## src/hkl_consts.svh

```systemverilog
// Purpose: constants of the key and LED process image block
// Assumes: 50 MHz system clock, classic Wishbone register access
// Notes: one rule to a line below, tag first
// Function
// each function key bit reads 1 while pressed, 0 while released
// input byte n holds function keys one to eight at bits 0 to 7
// input byte n+1 holds right lit button at bit 7, left at bit 6
// keyswitch in byte n+1 bits 5:4: 00 middle, 01 clockwise, 10 counter-clockwise
// largest variant adds key nine at bit 0, key ten at bit 1 of n+1
// bytes n+2 to n+5 carry 32 touch key bits, LSB first
// each lit button bit reads 1 while pressed, 0 otherwise
// output image uses key layout; 1 lights LED steadily, 0 turns it off (code: a 0 leaves the LED to its tag field)
// direct key exchange only while a cyclic fieldbus connection exists
// function keys and their LEDs only after the runtime project started
// keyswitch, lit buttons and their LEDs once attached to a connection box
// LED tag fields: 00 off, 01 fast flash, 10 slow flash, 11 on
// one function per key; screen-local assignment overrides the global one
// runtime switching among online, offline and load (transfer) modes
// unassigned input bits read 0; unassigned output bits are ignored
`ifndef HKL_CONSTS_SVH
`define HKL_CONSTS_SVH

// register byte addresses
`define HKL_ADR_IN_LO      8'h00
`define HKL_ADR_IN_HI      8'h04
`define HKL_ADR_OUT_IMG    8'h08
`define HKL_ADR_LED_TAG    8'h0C
`define HKL_ADR_MODE       8'h10
`define HKL_ADR_LOCAL      8'h14
`define HKL_ADR_IRQ_STAT   8'h18
`define HKL_ADR_IRQ_MASK   8'h1C
`define HKL_ADR_LINK       8'h20

// bit positions inside the 16-bit key / LED image (bytes n and n+1)
`define HKL_POS_KEY_NINE   8
`define HKL_POS_KEY_TEN    9
`define HKL_POS_LOCK_LO    12
`define HKL_POS_LOCK_HI    13
`define HKL_POS_LEFT       14
`define HKL_POS_RIGHT      15

// interrupt status bits
`define HKL_IRQ_IN_CHANGE  0
`define HKL_IRQ_OUT_WRITE  1
`define HKL_IRQ_MODE       2
`define HKL_IRQ_LINK       3

// reset values
`define HKL_RST_OUT_IMG    16'h0000
`define HKL_RST_LED_TAG    24'h000000
`define HKL_RST_LOCAL      10'h000
`define HKL_RST_IRQ_MASK   4'h0

// flash timing
`define HKL_CLK_HZ         50000000
`define HKL_FAST_HALF_MS   125
`define HKL_SLOW_HALF_MS   500
`define HKL_FAST_HALF_CYC  ((`HKL_CLK_HZ / 1000) * `HKL_FAST_HALF_MS)
`define HKL_SLOW_HALF_CYC  ((`HKL_CLK_HZ / 1000) * `HKL_SLOW_HALF_MS)

`endif

```

## src/hkl_pkg.sv

```systemverilog
// Purpose: types of the key and LED process image block
// Assumes: nothing beyond the constants header
// Notes: mode codes are shared by register and output
package hkl_pkg;

  typedef enum logic [1:0]
  {
    HKL_MODE_OFFLINE = 2'b00,
    HKL_MODE_ONLINE  = 2'b01,
    HKL_MODE_LOAD    = 2'b10
  } hkl_mode_type;

  typedef enum logic [1:0]
  {
    HKL_VAR_SMALL = 2'b00,
    HKL_VAR_MID   = 2'b01,
    HKL_VAR_LARGE = 2'b10
  } hkl_variant_type;

  typedef enum logic [1:0]
  {
    HKL_LED_OFF  = 2'b00,
    HKL_LED_FAST = 2'b01,
    HKL_LED_SLOW = 2'b10,
    HKL_LED_ON   = 2'b11
  } hkl_led_code_type;

endpackage

```

## src/hkl_lamp_if.sv

```systemverilog
// Purpose: carrier between image logic and lamp driver
// Assumes: twelve lamps, two code bits each
// Notes: lamps 0..9 function keys, 10 left, 11 right lit button
`timescale 1ns/10ps
`default_nettype none
interface hkl_lamp_if;
  logic [23:0] code;
  logic [11:0] lit;
  modport ctrl   (output code, input lit);
  modport driver (input code, output lit);
endinterface
`default_nettype wire

```

## src/hkl_lamp_driver.sv

```systemverilog
// Purpose: turn two-bit LED codes into lamp levels
// Assumes: codes come from the same clock domain
// Notes: both flash phases free-run so lamps of one rate blink together
`timescale 1ns/10ps
`default_nettype none
module hkl_lamp_driver
  import hkl_pkg::*;
#(
  parameter int unsigned FAST_HALF = 6250000,
  parameter int unsigned SLOW_HALF = 25000000
)
(
  // clock and reset
  input  wire logic clk_i,
  input  wire logic rst_i,
  // codes in, levels out
  hkl_lamp_if.driver lamp
);

  logic [31:0] fast_cnt;
  logic [31:0] slow_cnt;
  logic        fast_ph;
  logic        slow_ph;

  always_ff @(posedge clk_i)
  begin
    if (rst_i || fast_cnt == 32'(FAST_HALF - 1))
      fast_cnt <= 32'h00000000;
    else
      fast_cnt <= fast_cnt + 32'h00000001;
  end

  always_ff @(posedge clk_i)
  begin
    if (rst_i || slow_cnt == 32'(SLOW_HALF - 1))
      slow_cnt <= 32'h00000000;
    else
      slow_cnt <= slow_cnt + 32'h00000001;
  end

  always_ff @(posedge clk_i)
  begin
    if (rst_i)
    begin
      fast_ph <= 1'b0;
      slow_ph <= 1'b0;
    end
    else
    begin
      if (fast_cnt == 32'(FAST_HALF - 1))
        fast_ph <= ~fast_ph;
      if (slow_cnt == 32'(SLOW_HALF - 1))
        slow_ph <= ~slow_ph;
    end
  end

  always_ff @(posedge clk_i)
  begin
    if (rst_i)
      lamp.lit <= 12'h000;
    else
      for (int i = 0; i < 12; i++)
      begin
        unique case (hkl_led_code_type'(lamp.code[2*i +: 2]))
          HKL_LED_OFF:  lamp.lit[i] <= 1'b0;
          HKL_LED_FAST: lamp.lit[i] <= fast_ph;
          HKL_LED_SLOW: lamp.lit[i] <= slow_ph;
          HKL_LED_ON:   lamp.lit[i] <= 1'b1;
        endcase
      end
  end

endmodule // hkl_lamp_driver
`default_nettype wire

```

## src/hkl_key_led_image.sv

```systemverilog
// Purpose: operator controls to input image, output image and tags to LEDs
// Assumes: pins are asynchronous; Wishbone master on clk_i
// Notes: the controller side of the fieldbus reads and writes the image registers
//
// Chosen here: the register addresses and the Wishbone slave port.
`timescale 1ns/10ps
`default_nettype none
`include "hkl_consts.svh"
module hkl_key_led_image
  import hkl_pkg::*;
#(
  parameter hkl_variant_type VARIANT   = HKL_VAR_LARGE,
  parameter int unsigned     FAST_HALF = `HKL_FAST_HALF_CYC,
  parameter int unsigned     SLOW_HALF = `HKL_SLOW_HALF_CYC
)
(
  // clock and reset
  input  wire logic        clk_i,
  input  wire logic        rst_i,
  // wishbone slave
  input  wire logic        wb_cyc_i,
  input  wire logic        wb_stb_i,
  input  wire logic        wb_we_i,
  input  wire logic [7:0]  wb_adr_i,
  input  wire logic [3:0]  wb_sel_i,
  input  wire logic [31:0] wb_dat_i,
  output logic      [31:0] wb_dat_o,
  output logic             wb_ack_o,
  // operator controls
  input  wire logic [9:0]  fkey_i,
  input  wire logic        left_lit_button_i,
  input  wire logic        right_lit_button_i,
  input  wire logic        keysw_cw_i,
  input  wire logic        keysw_ccw_i,
  input  wire logic [31:0] touch_i,
  // device state
  input  wire logic        fieldbus_link_i,
  input  wire logic        runtime_started_i,
  input  wire logic        box_attached_i,
  // lamps and results
  output logic      [11:0] led_o,
  output logic      [1:0]  mode_o,
  output logic      [9:0]  fn_local_o,
  output logic      [9:0]  fn_global_o,
  output logic             irq_o
);

  logic [48:0]  pin_meta;
  logic [48:0]  pin_sync;
  logic [9:0]   fkey_s;
  logic         left_s;
  logic         right_s;
  logic         cw_s;
  logic         ccw_s;
  logic [31:0]  touch_s;
  logic         link_s;
  logic         run_s;
  logic         box_s;
  logic         link_q;
  logic [9:0]   key_mask;
  logic         exchange_on;
  logic         key_lock_pos_hi;
  logic         key_lock_pos_lo;
  logic [47:0]  in_img;
  logic [47:0]  next_in_img;
  logic [15:0]  out_img;
  logic [23:0]  led_tag;
  hkl_mode_type mode;
  logic [9:0]   local_assign;
  logic [3:0]   irq_stat;
  logic [3:0]   irq_mask;
  logic [3:0]   irq_event;
  logic         wb_req;
  logic         wb_wr;
  logic         wb_rd;
  logic [31:0]  next_rdata;
  logic [23:0]  next_code;
  hkl_mode_type wr_mode;

  hkl_lamp_if lamp_bus ();

  // byte-lane merge for partial writes
  function automatic logic [31:0] lane_merge(input logic [31:0] old_v, input logic [31:0] new_v,
                                             input logic [3:0] sel);
    logic [31:0] res;
    res = old_v;
    for (int b = 0; b < 4; b++)
      if (sel[b])
        res[8*b +: 8] = new_v[8*b +: 8];
    return res;
  endfunction

  // position of lamp or key i in the 16-bit image
  function automatic logic [3:0] img_pos(input int i);
    logic [3:0] p;
    p = 4'(i);
    if (i == 10)
      p = 4'(`HKL_POS_LEFT);
    if (i == 11)
      p = 4'(`HKL_POS_RIGHT);
    return p;
  endfunction

  // pins pass two flops before any use
  always_ff @(posedge clk_i)
  begin
    if (rst_i)
    begin
      pin_meta <= 49'h0000000000000;
      pin_sync <= 49'h0000000000000;
    end
    else
    begin
      pin_meta <= {box_attached_i, runtime_started_i, fieldbus_link_i, touch_i, keysw_ccw_i, keysw_cw_i,
                   right_lit_button_i, left_lit_button_i, fkey_i};
      pin_sync <= pin_meta;
    end
  end

  assign fkey_s  = pin_sync[9:0];
  assign left_s  = pin_sync[10];
  assign right_s = pin_sync[11];
  assign cw_s    = pin_sync[12];
  assign ccw_s   = pin_sync[13];
  assign touch_s = pin_sync[45:14];
  assign link_s  = pin_sync[46];
  assign run_s   = pin_sync[47];
  assign box_s   = pin_sync[48];

  // keys present on this variant
  assign key_mask = (VARIANT == HKL_VAR_SMALL) ? 10'h00F :
                    (VARIANT == HKL_VAR_MID)   ? 10'h0FF : 10'h3FF;

  // offline mode has no controller traffic, so no image either
  assign exchange_on = link_s && mode == HKL_MODE_ONLINE;

  // clockwise wins if both contacts ever read closed
  assign key_lock_pos_lo = cw_s;
  assign key_lock_pos_hi = ccw_s && !cw_s;

  always_comb
  begin
    next_in_img = 48'h000000000000;
    if (exchange_on)
    begin
      if (run_s)
      begin
        next_in_img[7:0]   = fkey_s[7:0] & key_mask[7:0];
        next_in_img[`HKL_POS_KEY_NINE] = fkey_s[8] & key_mask[8];
        next_in_img[`HKL_POS_KEY_TEN]  = fkey_s[9] & key_mask[9];
        next_in_img[47:16] = touch_s;
      end
      if (box_s)
      begin
        next_in_img[`HKL_POS_RIGHT] = right_s;
        next_in_img[`HKL_POS_LEFT]  = left_s;
        if (VARIANT != HKL_VAR_SMALL)
        begin
          next_in_img[`HKL_POS_LOCK_HI] = key_lock_pos_hi;
          next_in_img[`HKL_POS_LOCK_LO] = key_lock_pos_lo;
        end
      end
    end
  end

  always_ff @(posedge clk_i)
  begin
    if (rst_i)
      in_img <= 48'h000000000000;
    else
      in_img <= next_in_img;
  end

  // lamp codes: off without runtime (keys) or box (buttons); else, while linked and online, a set image bit is steady on, else the tag field decides
  always_comb
  begin
    next_code = 24'h000000;
    for (int i = 0; i < 12; i++)
    begin
      if ((i < 10) ? (run_s && key_mask[i]) : box_s)
      begin
        if (exchange_on && out_img[img_pos(i)])
          next_code[2*i +: 2] = HKL_LED_ON;
        else
          next_code[2*i +: 2] = led_tag[2*i +: 2];
      end
    end
  end

  assign lamp_bus.code = next_code;

  hkl_lamp_driver #(
    .FAST_HALF (FAST_HALF),
    .SLOW_HALF (SLOW_HALF)
  ) u_lamp (
    .clk_i (clk_i),
    .rst_i (rst_i),
    .lamp  (lamp_bus)
  );

  always_ff @(posedge clk_i)
  begin
    if (rst_i)
      led_o <= 12'h000;
    else
      led_o <= lamp_bus.lit;
  end

  // one function per key: local claims it, global gets it otherwise
  always_ff @(posedge clk_i)
  begin
    if (rst_i)
    begin
      fn_local_o  <= 10'h000;
      fn_global_o <= 10'h000;
    end
    else
    begin
      fn_local_o  <= run_s ? (fkey_s & key_mask & local_assign) : 10'h000;
      fn_global_o <= run_s ? (fkey_s & key_mask & ~local_assign) : 10'h000;
    end
  end

  // wishbone: one wait state, ack for any address
  assign wb_req  = wb_cyc_i && wb_stb_i && !wb_ack_o;
  assign wb_wr   = wb_req && wb_we_i;
  assign wb_rd   = wb_req && !wb_we_i;
  assign wr_mode = hkl_mode_type'(wb_dat_i[1:0]);

  always_comb
  begin
    unique case (wb_adr_i)
      `HKL_ADR_IN_LO:    next_rdata = in_img[31:0];
      `HKL_ADR_IN_HI:    next_rdata = {16'h0000, in_img[47:32]};
      `HKL_ADR_OUT_IMG:  next_rdata = {16'h0000, out_img};
      `HKL_ADR_LED_TAG:  next_rdata = {8'h00, led_tag};
      `HKL_ADR_MODE:     next_rdata = {30'h00000000, mode};
      `HKL_ADR_LOCAL:    next_rdata = {22'h000000, local_assign};
      `HKL_ADR_IRQ_STAT: next_rdata = {28'h0000000, irq_stat};
      `HKL_ADR_IRQ_MASK: next_rdata = {28'h0000000, irq_mask};
      `HKL_ADR_LINK:     next_rdata = {29'h00000000, box_s, run_s, link_s};
      default:           next_rdata = 32'h00000000;
    endcase
  end

  always_ff @(posedge clk_i)
  begin
    if (rst_i)
    begin
      wb_ack_o <= 1'b0;
      wb_dat_o <= 32'h00000000;
    end
    else
    begin
      wb_ack_o <= wb_req;
      if (wb_rd)
        wb_dat_o <= next_rdata;
    end
  end

  // control registers written by software
  always_ff @(posedge clk_i)
  begin
    if (rst_i)
    begin
      out_img      <= `HKL_RST_OUT_IMG;
      led_tag      <= `HKL_RST_LED_TAG;
      local_assign <= `HKL_RST_LOCAL;
      irq_mask     <= `HKL_RST_IRQ_MASK;
    end
    else if (wb_wr)
    begin
      unique case (wb_adr_i)
        `HKL_ADR_OUT_IMG:  out_img      <= 16'(lane_merge({16'h0000, out_img}, wb_dat_i, wb_sel_i));
        `HKL_ADR_LED_TAG:  led_tag      <= 24'(lane_merge({8'h00, led_tag}, wb_dat_i, wb_sel_i));
        `HKL_ADR_LOCAL:    local_assign <= 10'(lane_merge({22'h000000, local_assign}, wb_dat_i, wb_sel_i));
        `HKL_ADR_IRQ_MASK: irq_mask     <= 4'(lane_merge({28'h0000000, irq_mask}, wb_dat_i, wb_sel_i));
        default:           out_img      <= out_img;
      endcase
    end
  end

  // undefined mode code is ignored; starts offline
  always_ff @(posedge clk_i)
  begin
    if (rst_i)
      mode <= HKL_MODE_OFFLINE;
    else if (wb_wr && wb_adr_i == `HKL_ADR_MODE && wb_sel_i[0] && wr_mode != 2'b11)
      mode <= wr_mode;
  end

  always_ff @(posedge clk_i)
  begin
    if (rst_i)
      mode_o <= HKL_MODE_OFFLINE;
    else
      mode_o <= mode;
  end

  always_ff @(posedge clk_i)
  begin
    if (rst_i)
      link_q <= 1'b0;
    else
      link_q <= link_s;
  end

  always_comb
  begin
    irq_event = 4'h0;
    irq_event[`HKL_IRQ_IN_CHANGE] = next_in_img != in_img;
    irq_event[`HKL_IRQ_OUT_WRITE] = wb_wr && wb_adr_i == `HKL_ADR_OUT_IMG;
    irq_event[`HKL_IRQ_MODE]      = wb_wr && wb_adr_i == `HKL_ADR_MODE && wb_sel_i[0] &&
                                    wr_mode != 2'b11 && wr_mode != mode;
    irq_event[`HKL_IRQ_LINK]      = link_s != link_q;
  end

  // read clears what was seen; a same-cycle event still sets
  always_ff @(posedge clk_i)
  begin
    if (rst_i)
      irq_stat <= 4'h0;
    else if (wb_rd && wb_adr_i == `HKL_ADR_IRQ_STAT)
      irq_stat <= irq_event;
    else
      irq_stat <= irq_stat | irq_event;
  end

  // level, one cycle behind the status bits
  always_ff @(posedge clk_i)
  begin
    if (rst_i)
      irq_o <= 1'b0;
    else
      irq_o <= |(irq_stat & irq_mask);
  end

endmodule // hkl_key_led_image
`default_nettype wire

```

## config.mk

```make
export PLATFORM = sky130hd
export DESIGN_NAME = hkl_key_led_image
export DESIGN_NICKNAME = d
export VERILOG_FILES = /design/src/hkl_pkg.sv /design/src/hkl_lamp_if.sv /design/src/hkl_lamp_driver.sv /design/src/hkl_key_led_image.sv
export VERILOG_INCLUDE_DIRS = /design/src
export SDC_FILE = /design/constraint.sdc
export NUM_CORES = 1
export LEC_CHECK = 0
export ABC_CLOCK_PERIOD_IN_PS = 5200
export BUFFER_PORTS_ARGS = -buffer_cell sky130_fd_sc_hd__buf_2
export CAP_MARGIN = 20
export CORE_ASPECT_RATIO = 2
export CORE_UTILIZATION = 62
export DETAILED_ROUTE_END_ITERATION = 8
export GPL_TIMING_DRIVEN = 0
export PLACE_DENSITY = 0.84
export REMOVE_ABC_BUFFERS = 1
export SETUP_SLACK_MARGIN = 0.15
export SYNTH_ARGS = -nofsm -noshare
export SYNTH_HDL_FRONTEND = slang
export SYNTH_HIERARCHICAL = 1
export SYNTH_SLANG_ARGS = --single-unit
```

## constraint.sdc

```tcl
create_clock -name clk_i -period 5.2 [get_ports clk_i]
set_clock_uncertainty 0.05 [all_clocks]
set_input_delay 0.52 -clock clk_i [delete_from_list [all_inputs] [get_ports clk_i]]
set_output_delay 0.52 -clock clk_i [all_outputs]
set_load 0.005 [all_outputs]
```

* Yosys cells after proc, flatten, opt, wreduce, memory -nomap -nowiden *
Cells that the tools add are included.

operators by class
  $add $sub $neg = 2
  order comparisons = 2
  equality and inequality tests = 51
  muxes and demuxes = 49
  bitwise gates (word level) = 8
  reduce and logical (&&, ||, !) cells = 52

operators by type and width
  operator                                                                      number
  32-bit case mux with 9 select lines                                           1
  32-bit by 1-bit adder with 32-bit output, second input constant               2
  2-bit == test, second input constant                                          24
  2-bit 2-to-1 mux                                                              24
  48-bit inequality test                                                        1
  1-bit case mux with 4 select lines                                            12
  36-bit 2-to-1 mux                                                             1
  32-bit by 23-bit == test with 1-bit output, second input constant             1
  32-bit by 25-bit == test with 1-bit output, second input constant             1
  8-bit by 5-bit == test with 1-bit output, second input constant               4
  32-bit 2-to-1 mux                                                             1
  2-bit by 1-bit == test with 1-bit output, second input constant               13
  1-bit logical AND                                                             24
  2-bit zero test                                                               12
  3-bit AND reduction                                                           8
  10-bit bitwise AND                                                            2
  10-bit 2-to-1 mux                                                             2
  8-bit by 4-bit == test with 1-bit output, second input constant               2
  4-bit 2-to-1 mux                                                              4
  4-bit by 5-bit less-than comparator with 1-bit output, second input constant  2
  10-bit inverter                                                               1
  1-bit binary-select mux with 4-bit select                                     2
  8-bit by 3-bit == test with 1-bit output, second input constant               1
  8-bit by 6-bit == test with 1-bit output, second input constant               1
  12 further kinds                                                              18

storage, ports and cells
  register bits after elaboration = 353
  output and inout port bits = 68

* Longest topological paths before layout *
Gate-level depths: netlist (run 1).

  word-level depth = 9
  mapped depth = 9
  gate-level depth less buffers = 6

* Cells and area by module *
Netlist (run 1), hierarchy kept.

by module, submodules not included
  module             instances  cells an instance  area each (um^2)  seq. area each (um^2)
  hkl_key_led_image  1          1068               10426.2           5465.2
  hkl_lamp_driver    1          405                3470.8            1561.5

* Least setup slack after synthesis (run 1) *
OpenSTA, ideal clock, no wires.

  kind = input to register
  start = input port wb_adr_i[4]
  end = register led_tag[10]
  setup time = 128 ps
  arrival time = 1962 ps
  data required time = 5022 ps
  path slack = 3060 ps
  cell stages on the path = 7
  buffers on the path = 1
  path through = buf_4 -> or4_4 -> nor2_8 -> nand2_8 -> nor2_8 -> mux2i_1 -> nor2_1

between the ends
  cells in the longest elaborated chain, start to end = 2

RTL lines
  what                                      line                      RTL
  start: declaration                        hkl_key_led_image.sv:24   input wire logic [7:0] wb_adr_i,
  8-bit by 4-bit == test with 1-bit output  hkl_key_led_image.sv:273  unique case (wb_adr_i)
  3-bit AND reduction (no line)             -
  end signal: assignment                    hkl_key_led_image.sv:267  led_tag <= `HKL_RST_LED_TAG;
  end signal: assignment                    hkl_key_led_image.sv:275  `HKL_ADR_LED_TAG: led_tag <= 24'(lane_merge({8'h00, led_tag}, wb_dat_i, wb_sel_i));
  end: declaration                          hkl_key_led_image.sv:67   logic [23:0] led_tag;

Every way passes these cells.
A chain may end at the register's enable or synchronous reset.

* Worst setup path in the final report (run 1) *
  start = register pin_sync[47]
  end = register irq_stat[0]

between the ends
  cells in the longest elaborated chain, start to end = 5

RTL lines
  what                                                    line                      RTL
  start: declaration                                      hkl_key_led_image.sv:49   logic [48:0] pin_sync;
  start signal: assignment                                hkl_key_led_image.sv:116  pin_sync <= pin_meta;
  10-bit 2-to-1 mux or 32-bit 2-to-1 mux (tied branches)  hkl_key_led_image.sv:146  if (run_s)
  10-bit 2-to-1 mux or 36-bit 2-to-1 mux (tied branches)  hkl_key_led_image.sv:144  if (exchange_on)
  48-bit inequality test *                                hkl_key_led_image.sv:311  irq_event[`HKL_IRQ_IN_CHANGE] = next_in_img != in_img;
  4-bit bitwise OR                                        hkl_key_led_image.sv:326  irq_stat <= irq_stat | irq_event;
  4-bit 2-to-1 mux *                                      hkl_key_led_image.sv:323  else if (wb_rd && wb_adr_i == `HKL_ADR_IRQ_STAT)
  end signal: assignment                                  hkl_key_led_image.sv:324  irq_stat <= irq_event;
  end signal: assignment                                  hkl_key_led_image.sv:326
  end: declaration                                        hkl_key_led_image.sv:70   logic [3:0] irq_stat;

Mark *: on every way between the ends. The rest lies on a longest branch, timed or not.

==> results of run 1 <==
final cells by class:
type	instances	area [µm²]	area share (%)
sequential	351	7030	44.5
clock buffer	43	828	5.24
inverter	10	37.5	0.238
multi-input combinational	1030	6500	41.2
clock inverter	9	148	0.935
timing repair buffer	164	908	5.75
tap	276	345	2.19
metrics by stage:
stage / worst slack (ps) / setup TNS [ps] / cell area (µm²) / hold slack, ps
floorplan: 1980 / 0 / 13500 / 364
global placement: -1210 / -70610 / 14700 / 370
detailed placement: 1530 / 0 / 14800 / 373
CTS: 1520 / 0 / 15800 / 102
global route: 1290 / 0 / 15800 / 119
finish: 1320 / 0 / 15800 / 120
cells by family after synthesis:
| family | after synthesis |
|---|---|
| simple gates | 645 |
| buf+inv | 92 |
| fa+ha+maj | 2 |
| mux | 64 |
| flops | 351 |
| xor+xnor | 49 |
| compound gates | 270 |
synthesized netlist by cell type (all sizes together) (2+ instances only):
master,count
nor3,13
o32ai,18
ha,2
and2,56
nor2b,116
nor4bb,21
nand4,34
a21oi,94
nor4b,2
inv,10
a21o,2
nand2,81
clkbuf,60
o21a,25
mux2,6
a31oi,23
nor4,9
o21ai,40
nand3b,4
a222oi,6
nand3,35
xor2,21
buf,22
mux2i,58
xnor2,28
o22ai,2
or4,26
nand2b,2
or2,2
a221oi,7
nor2,185
a2bb2oi,7
a22oi,18
and4,14
o31ai,21
nand4b,2
and3,22
or3,15
dfxtp,351
worst max path at each step:
stage / start / endpoint / slack [ps] / depth (start not counted)
2_1_floorplan: u_lamp/slow_cnt[0]$_SDFF_PP0_ / u_lamp/slow_cnt[22]$_SDFF_PP0_ / 1980 / 5
3_3_place_gp: rst_i / in_img[8]$_SDFF_PP0_ / -1210 / 3
3_5_place_dp: pin_sync[47]$_SDFF_PP0_ / irq_stat[0]$_SDFF_PP0_ / 1530 / 6
4_1_cts: pin_sync[47]$_SDFF_PP0_ / irq_stat[0]$_SDFF_PP0_ / 1520 / 6
5_1_grt: pin_sync[47]$_SDFF_PP0_ / irq_stat[0]$_SDFF_PP0_ / 1290 / 6
6_report: pin_sync[47]$_SDFF_PP0_ / irq_stat[0]$_SDFF_PP0_ / 1320 / 6
metal layers:
layer / global-route usage, % / vias up / routed length [µm]
li1: - / 5432 / -
met1: 31.0 / 5429 / 12200
met2: 54.4 / 418 / 17900
met3: 3.25 / 141 / 1860
met4: 19.3 / 0 / 2290
met5: 0 / - / 0
power by group:
part | leakage [µW] | switching (µW) | internal, µW
sequential | 0.00285 | 31.1 | 2730
combinational | 0.00278 | 99.4 | 73.1
clock | 0.000476 | 953 | 1300
worst reg2reg max path, stage by stage (launching register included):
cell      delay [ps]
dfxtp_1         1060
nand4b_1        1070
buf_8            500
o32ai_1          180
nand4_1          220
nor4_1           530
a31oi_1          130
sequential cells by signal, summed over array words and instances (netlist names), 10 cells and up:
register         cells
u_lamp/slow_cnt     32
pin_meta            49
local_assign        10
led_o               12
out_img             16
u_lamp/lamp.lit     12
wb_dat_o            32
u_lamp/fast_cnt     32
led_tag             24
fn_global_o         10
in_img              46
fn_local_o          10
pin_sync            49
==> flow_summary.ini, run 1 <==
[placement]
gp_congestion = 0.894
numPortBuffers = 156
place_hpwl_mm = 23.9
dp_cells = 1831

[yosys]
synth_edf_count = 0
synth_xor_area_share_pct = 3.09
ys_top_cells_by_area = dfxtp_1, nor2b_1, nor2_1
synthArstFlopShare_pct = 0
synth_seq_cells = 351
synth_compound_area_share_pct = 12.5
syn-cell-area_um2 = 13900
ys_warn_count = 6
synth.top_cell.area_share_pct = 50.6
synth.area.mux_share_pct = 4.66
yosysTopAreaCell = dfxtp_1
yosysUniqueCellTypes = 69
ys.flop_type = dfxtp_1
seq_area_frac_synth_pct = 50.6
synth_simple_gate_area_share_pct = 26.0
synth_top_family_by_area = simple AND/OR/NAND/NOR gates
synth_area_per_cell_um2 = 9.43
netlist_instances = 1473
synth_fa_ha_area_share_pct = 0.180

[cells_and_area]
areaGrowthSynthToFinish_pct = 13.7
drive_gt1_share_pct = 15.1
final_cell_mix = dfxtp_1, nor2_1, buf_2
stdcell_count = 1883
fin_util_pct = 71.6
antenna_cells = 0
nFillCells = 1685
nNetsFinal = 1686
final_common_cell = dfxtp_1

[critical_path]
crit_buf_inv = 1
arrival_ps = 4240
r2r_start = pin_sync[47]$_SDFF_PP0_
slowest_delay_ps = 1060
r2r_cells = 6
worstPathMaxFanout = 26
worstReg2RegEnd = irq_stat[0]$_SDFF_PP0_
crit_slowest_cell = dfxtp_1
cp_data_required_time_ps = 5560
cp_top_family = simple AND/OR/NAND/NOR gates
endpoint_kind = flip-flop
path_class = flip-flop to flip-flop
worstSetupStartpointType = flip-flop
r2r_slack_ps = 1320
path_cells = nand4b_1, buf_8, o32ai_1, nand4_1, nor4_1, a31oi_1

[worst_hold_path]
min_to = pin_meta[36]$_SDFF_PP0_
hold_class = primary input to flip-flop
worstHoldStart = touch_i[22]
min_path_cells = 2

[timing]
fin_crit_sh_pct = 74.7
rsz0062_at_grt = false
max_slew.worst_pin.slew_ps = 1120
post-route-min-period_ps = 3880
fmaxAchievable_mhz = 258
hold_viol_final = 0
slew_headroom_pct = 25.4
setup-violations-final = 0
drv_slew = 0

[clocking]
cts_root_buffer = clkbuf_16
cts_tree = built
cts_max_path_buffers = 3
cts_setup_buffers = 0
cts.sinks = 351
ctsResizeCount = 0
numCtsBuffers = 29
worstSkewPairLatency_ps = 550
clk_pin_slew_worst_paths_ps = 70
htree_levels = 1
cts.hold.buffers_added = 0

[routing]
viasPerCell = 6.06
drt_first_pass_iters = 6
ant_nets = 0
drtIter0Drc = 795
drt-total-wl_mm = 34.2
routedWlPerCell_um = 18.2
vias = 11400
drt_drc_violations_left = 0

[die]
core_um2 = 22100
die_h_um = 214
start_util_pct = 63.0
row_count = 77
die-area_um2 = 23100
io_pins = 166
die_x_um = 108

[power]
p_leak_uw = 0.00611
ir_drop_uv = 326
p_per_area_nw_per_um2 = 328
power_uw = 5180

[global_route]
grt_pass1_vias = 10600
grt_pass1_wl_mm = 52.9
antenna_found_initial = 0
grt_start_max_net_pins = 157
grt_use_total_pct = 29.5
globalRouteOverflowTotal = 0

[run_status]
status = finished, final reports clean

[flow_run]
max_cap_violations = 0
(Power assumes the default switching activity.)
==> inputs of run 2 (changes only) <==
--- a/config.mk
+++ b/config.mk
@@ -6,14 +6,15 @@
 export SDC_FILE = /design/constraint.sdc
 export NUM_CORES = 1
 export LEC_CHECK = 0
-export ABC_CLOCK_PERIOD_IN_PS = 5200
+export ABC_AREA = 1
+export ABC_CLOCK_PERIOD_IN_PS = 3950
 export BUFFER_PORTS_ARGS = -buffer_cell sky130_fd_sc_hd__buf_2
 export CAP_MARGIN = 20
 export CORE_ASPECT_RATIO = 2
-export CORE_UTILIZATION = 62
+export CORE_UTILIZATION = 58
 export DETAILED_ROUTE_END_ITERATION = 8
 export GPL_TIMING_DRIVEN = 0
-export PLACE_DENSITY = 0.84
+export PLACE_DENSITY = 0.79
 export REMOVE_ABC_BUFFERS = 1
 export SETUP_SLACK_MARGIN = 0.15
 export SYNTH_ARGS = -nofsm -noshare
==> constraint.sdc (replaced) <==
create_clock -name clk_i -period 3.95 [get_ports clk_i]
set_clock_uncertainty 0.05 [all_clocks]
set_input_delay 0.395 -clock clk_i [delete_from_list [all_inputs] [get_ports clk_i]]
set_output_delay 0.395 -clock clk_i [all_outputs]
set_load 0.005 [all_outputs]
==> run 2 against run 1 <==
- non-clock buffer count rose by 39
- utilization down 2.7 points
- cell count grew 40%
- combinational power rose by 59%
- maximum frequency up 42%
- critical path type unchanged
- critical path depth up 7
- hold slack got worse by 110 ps
- largest cell class unchanged
- sequential share of layout area shrank 3.7 points
- cell area grew 9.2%
- total power grew 40%
- via count rose by 18%
- synthesized cell count grew 44%
==> flow_summary.ini, run 2 <==
[run_status]
status = finished, final reports clean

[clocking]
cts_root_buffer = clkbuf_16
cts_tree = built
htree_levels = 1
cts.sinks = 351
worstSkewPairLatency_ps = 560
clk_pin_slew_worst_paths_ps = 70
numCtsBuffers = 30
cts_max_path_buffers = 3
cts_setup_buffers = 0

[yosys]
synth_edf_count = 0
yosysUniqueCellTypes = 31
synth_seq_cells = 351
ys_top_cells_by_area = dfxtp_1, nand2_1, nor2_1
synth.area.mux_share_pct = 0
synth_most_common_cell = nand2_1
synth_simple_gate_area_share_pct = 30.0
seq_area_frac_synth_pct = 47.7
yosysTopAreaCell = dfxtp_1
synth_xor_area_share_pct = 1.25
synth_top_family_by_area = simple AND/OR/NAND/NOR gates
ys_warn_count = 6
synth_fa_ha_area_share_pct = 0.170
synth_compound_area_share_pct = 9.73
synth_area_per_cell_um2 = 6.93
syn-cell-area_um2 = 14700
ys.flop_type = dfxtp_1
netlist_instances = 2125
synth.top_cell.area_share_pct = 47.7
synthArstFlopShare_pct = 0
yosys-top-cells-count = nand2_1, nor2_1, dfxtp_1

[placement]
place_ws_ps = 958
place_hpwl_mm = 27.4
gp_congestion = 0.967
numPortBuffers = 156

[critical_path]
path_class = flip-flop to flip-flop
worstReg2RegEnd = irq_stat[0]$_SDFF_PP0_
worstPathMaxFanout = 49
cp_data_required_time_ps = 4340
r2r_cells = 13
critPathCapture = irq_stat[0]$_SDFF_PP0_
arrival_ps = 3140
r2r_slack_ps = 1210
endpoint_kind = flip-flop
critPathLaunch = pin_sync[46]$_SDFF_PP0_
worstSetupStartpointType = flip-flop
r2r_start = pin_sync[46]$_SDFF_PP0_

[global_route]
antenna_found_initial = 0
grt_pass1_wl_mm = 61.0
grt_start_max_net_pins = 115
globalRouteOverflowTotal = 0
grt_use_total_pct = 29.9
grt_pass1_vias = 13100

[routing]
drt_first_pass_iters = 5
drt_drc_violations_left = 0
drtIter0Drc = 825
routedWlPerCell_um = 14.6
drt-total-wl_mm = 38.7
ant_nets = 0
vias = 13500
viasPerCell = 5.11

[cells_and_area]
final_cell_mix = nand2_1, nor2_1, dfxtp_1
areaGrowthSynthToFinish_pct = 17.2
final_common_cell = nand2_1
antenna_cells = 0
nNetsFinal = 2384
reg_top3 = pin_meta (49), pin_sync (49), in_img (46)
drive_gt1_share_pct = 11.2

[timing]
drv_slew = 0
fmaxAchievable_mhz = 365
post-route-min-period_ps = 2740
fin_crit_sh_pct = 69.4
rsz0062_at_grt = false
whs_ps = 12.5
fin_ws_ps = 1210
tns_ps = 0
hold_viol_final = 0
slew_headroom_pct = 32.2
max_slew.worst_pin.slew_ps = 1020
setup-violations-final = 0

[worst_hold_path]
hold_class = primary input to flip-flop

[power]
ir_drop_uv = 381
p_int_uw = 5770
p_leak_uw = 0.00738
p_clk_share_pct = 46.4
p_comb_share_pct = 3.8
p_per_area_nw_per_um2 = 422
seqPwrFrac_pct = 49.8
p_sw_uw = 1510
swShare_pct = 20.7

[die]
die-area_um2 = 26100
row_count = 82
start_util_pct = 58.8
die_h_um = 227
die_x_um = 115
io_pins = 166
core_um2 = 25000

[flow_run]
max_cap_violations = 0
-- run 2: changes by cell type after synthesis, moves of 56 or more --
cell	delta
and2_1	-56
inv_1	+316
mux2i_1	-58
nand2_1	+418
nand3_1	+61
nor2_1	+210
nor2b_1	-116
o21ai_0	+58
-- run 2: routing by layer --
layer | vias to the layer above | wire length (µm) | global-route usage (%)
li1 | 6819 | - | -
met1 | 6087 | 13400 | 29.1
met2 | 442 | 20100 | 55.6
met3 | 173 | 1830 | 3.38
met4 | 0 | 3360 | 25.3
met5 | - | 0 | 0
-- run 2: power groups by stage --
| stage | Clock [µW] | Sequential, µW | Combinational (µW) |
|---|---|---|---|
| after floorplan | 0 | 3700 | 100 |
| after global placement | 0 | 3700 | 225 |
| final | 3380 | 3620 | 275 |
| after CTS | 3420 | 3620 | 275 |
| after global routing | 3560 | 3620 | 305 |
| after detailed placement | 0 | 3700 | 242 |
-- run 2: final cells by class --
cell class	count	area (µm²)
Sequential cell	351	7030
Inverter	329	1230
Clock inverter	19	300
Clock buffer	37	858
Tap cell	336	420
Timing Repair Buffer	203	1340
Fill cell	2133	7790
Multi-Input combinational cell	1369	6060
-- run 2: critical path: stages (launching register included) --
cell and delay [ps]:
dfxtp_1 410, nand2_1 120, nor2_4 430, buf_12 260
buf_12 240, nand2_1 100, nand2_1 70, nand2_1 50
nor2_1 320, nand2_1 150, nor2_1 130, nand3_1 90
nor2_1 110, nor2_1 40
-- run 2: logic make-up after synthesis --
group | after synthesis
fa+ha+maj | 2
compound gates | 278
flops | 351
xor+xnor | 21
simple gates | 1068
buf+inv | 405
-- run 2: what timing repair did --
item | 4_1_cts | 5_1_grt
hold endpoints to repair | 41 | 0
resized for setup | 0 | 0
hold buffers | 41 | 0
-- run 2: per-stage QoR --
step / instance area (µm²) / utilization, % / total power, µW / instances
after floorplan: 14300 / - / 3800 / 2049
after global placement: 15500 / 62.0 / 3930 / 2541
after detailed placement: 15700 / 62.6 / 3940 / 2547
after CTS: 17200 / 68.9 / 7310 / 2644
after global routing: 17200 / 68.9 / 7490 / 2644
final: 17200 / 68.9 / 7270 / 2644
-- run 2: how the worst min path moves through the flow --
| stage | start | end | slack (ps) | cells after the start |
|---|---|---|---|---|
| detailed placement | pin_meta[47]$_SDFF_PP0_ | pin_sync[47]$_SDFF_PP0_ | 340 | 2 |
| global route | touch_i[16] | pin_meta[30]$_SDFF_PP0_ | 5 | 3 |
| CTS | touch_i[26] | pin_meta[40]$_SDFF_PP0_ | 5 | 3 |
| global placement | pin_meta[39]$_SDFF_PP0_ | pin_sync[39]$_SDFF_PP0_ | 340 | 2 |
| finish | touch_i[24] | pin_meta[38]$_SDFF_PP0_ | 10 | 3 |
| floorplan | u_lamp/lamp.lit[0]$_SDFF_PP0_ | led_o[0]$_SDFF_PP0_ | 340 | 2 |
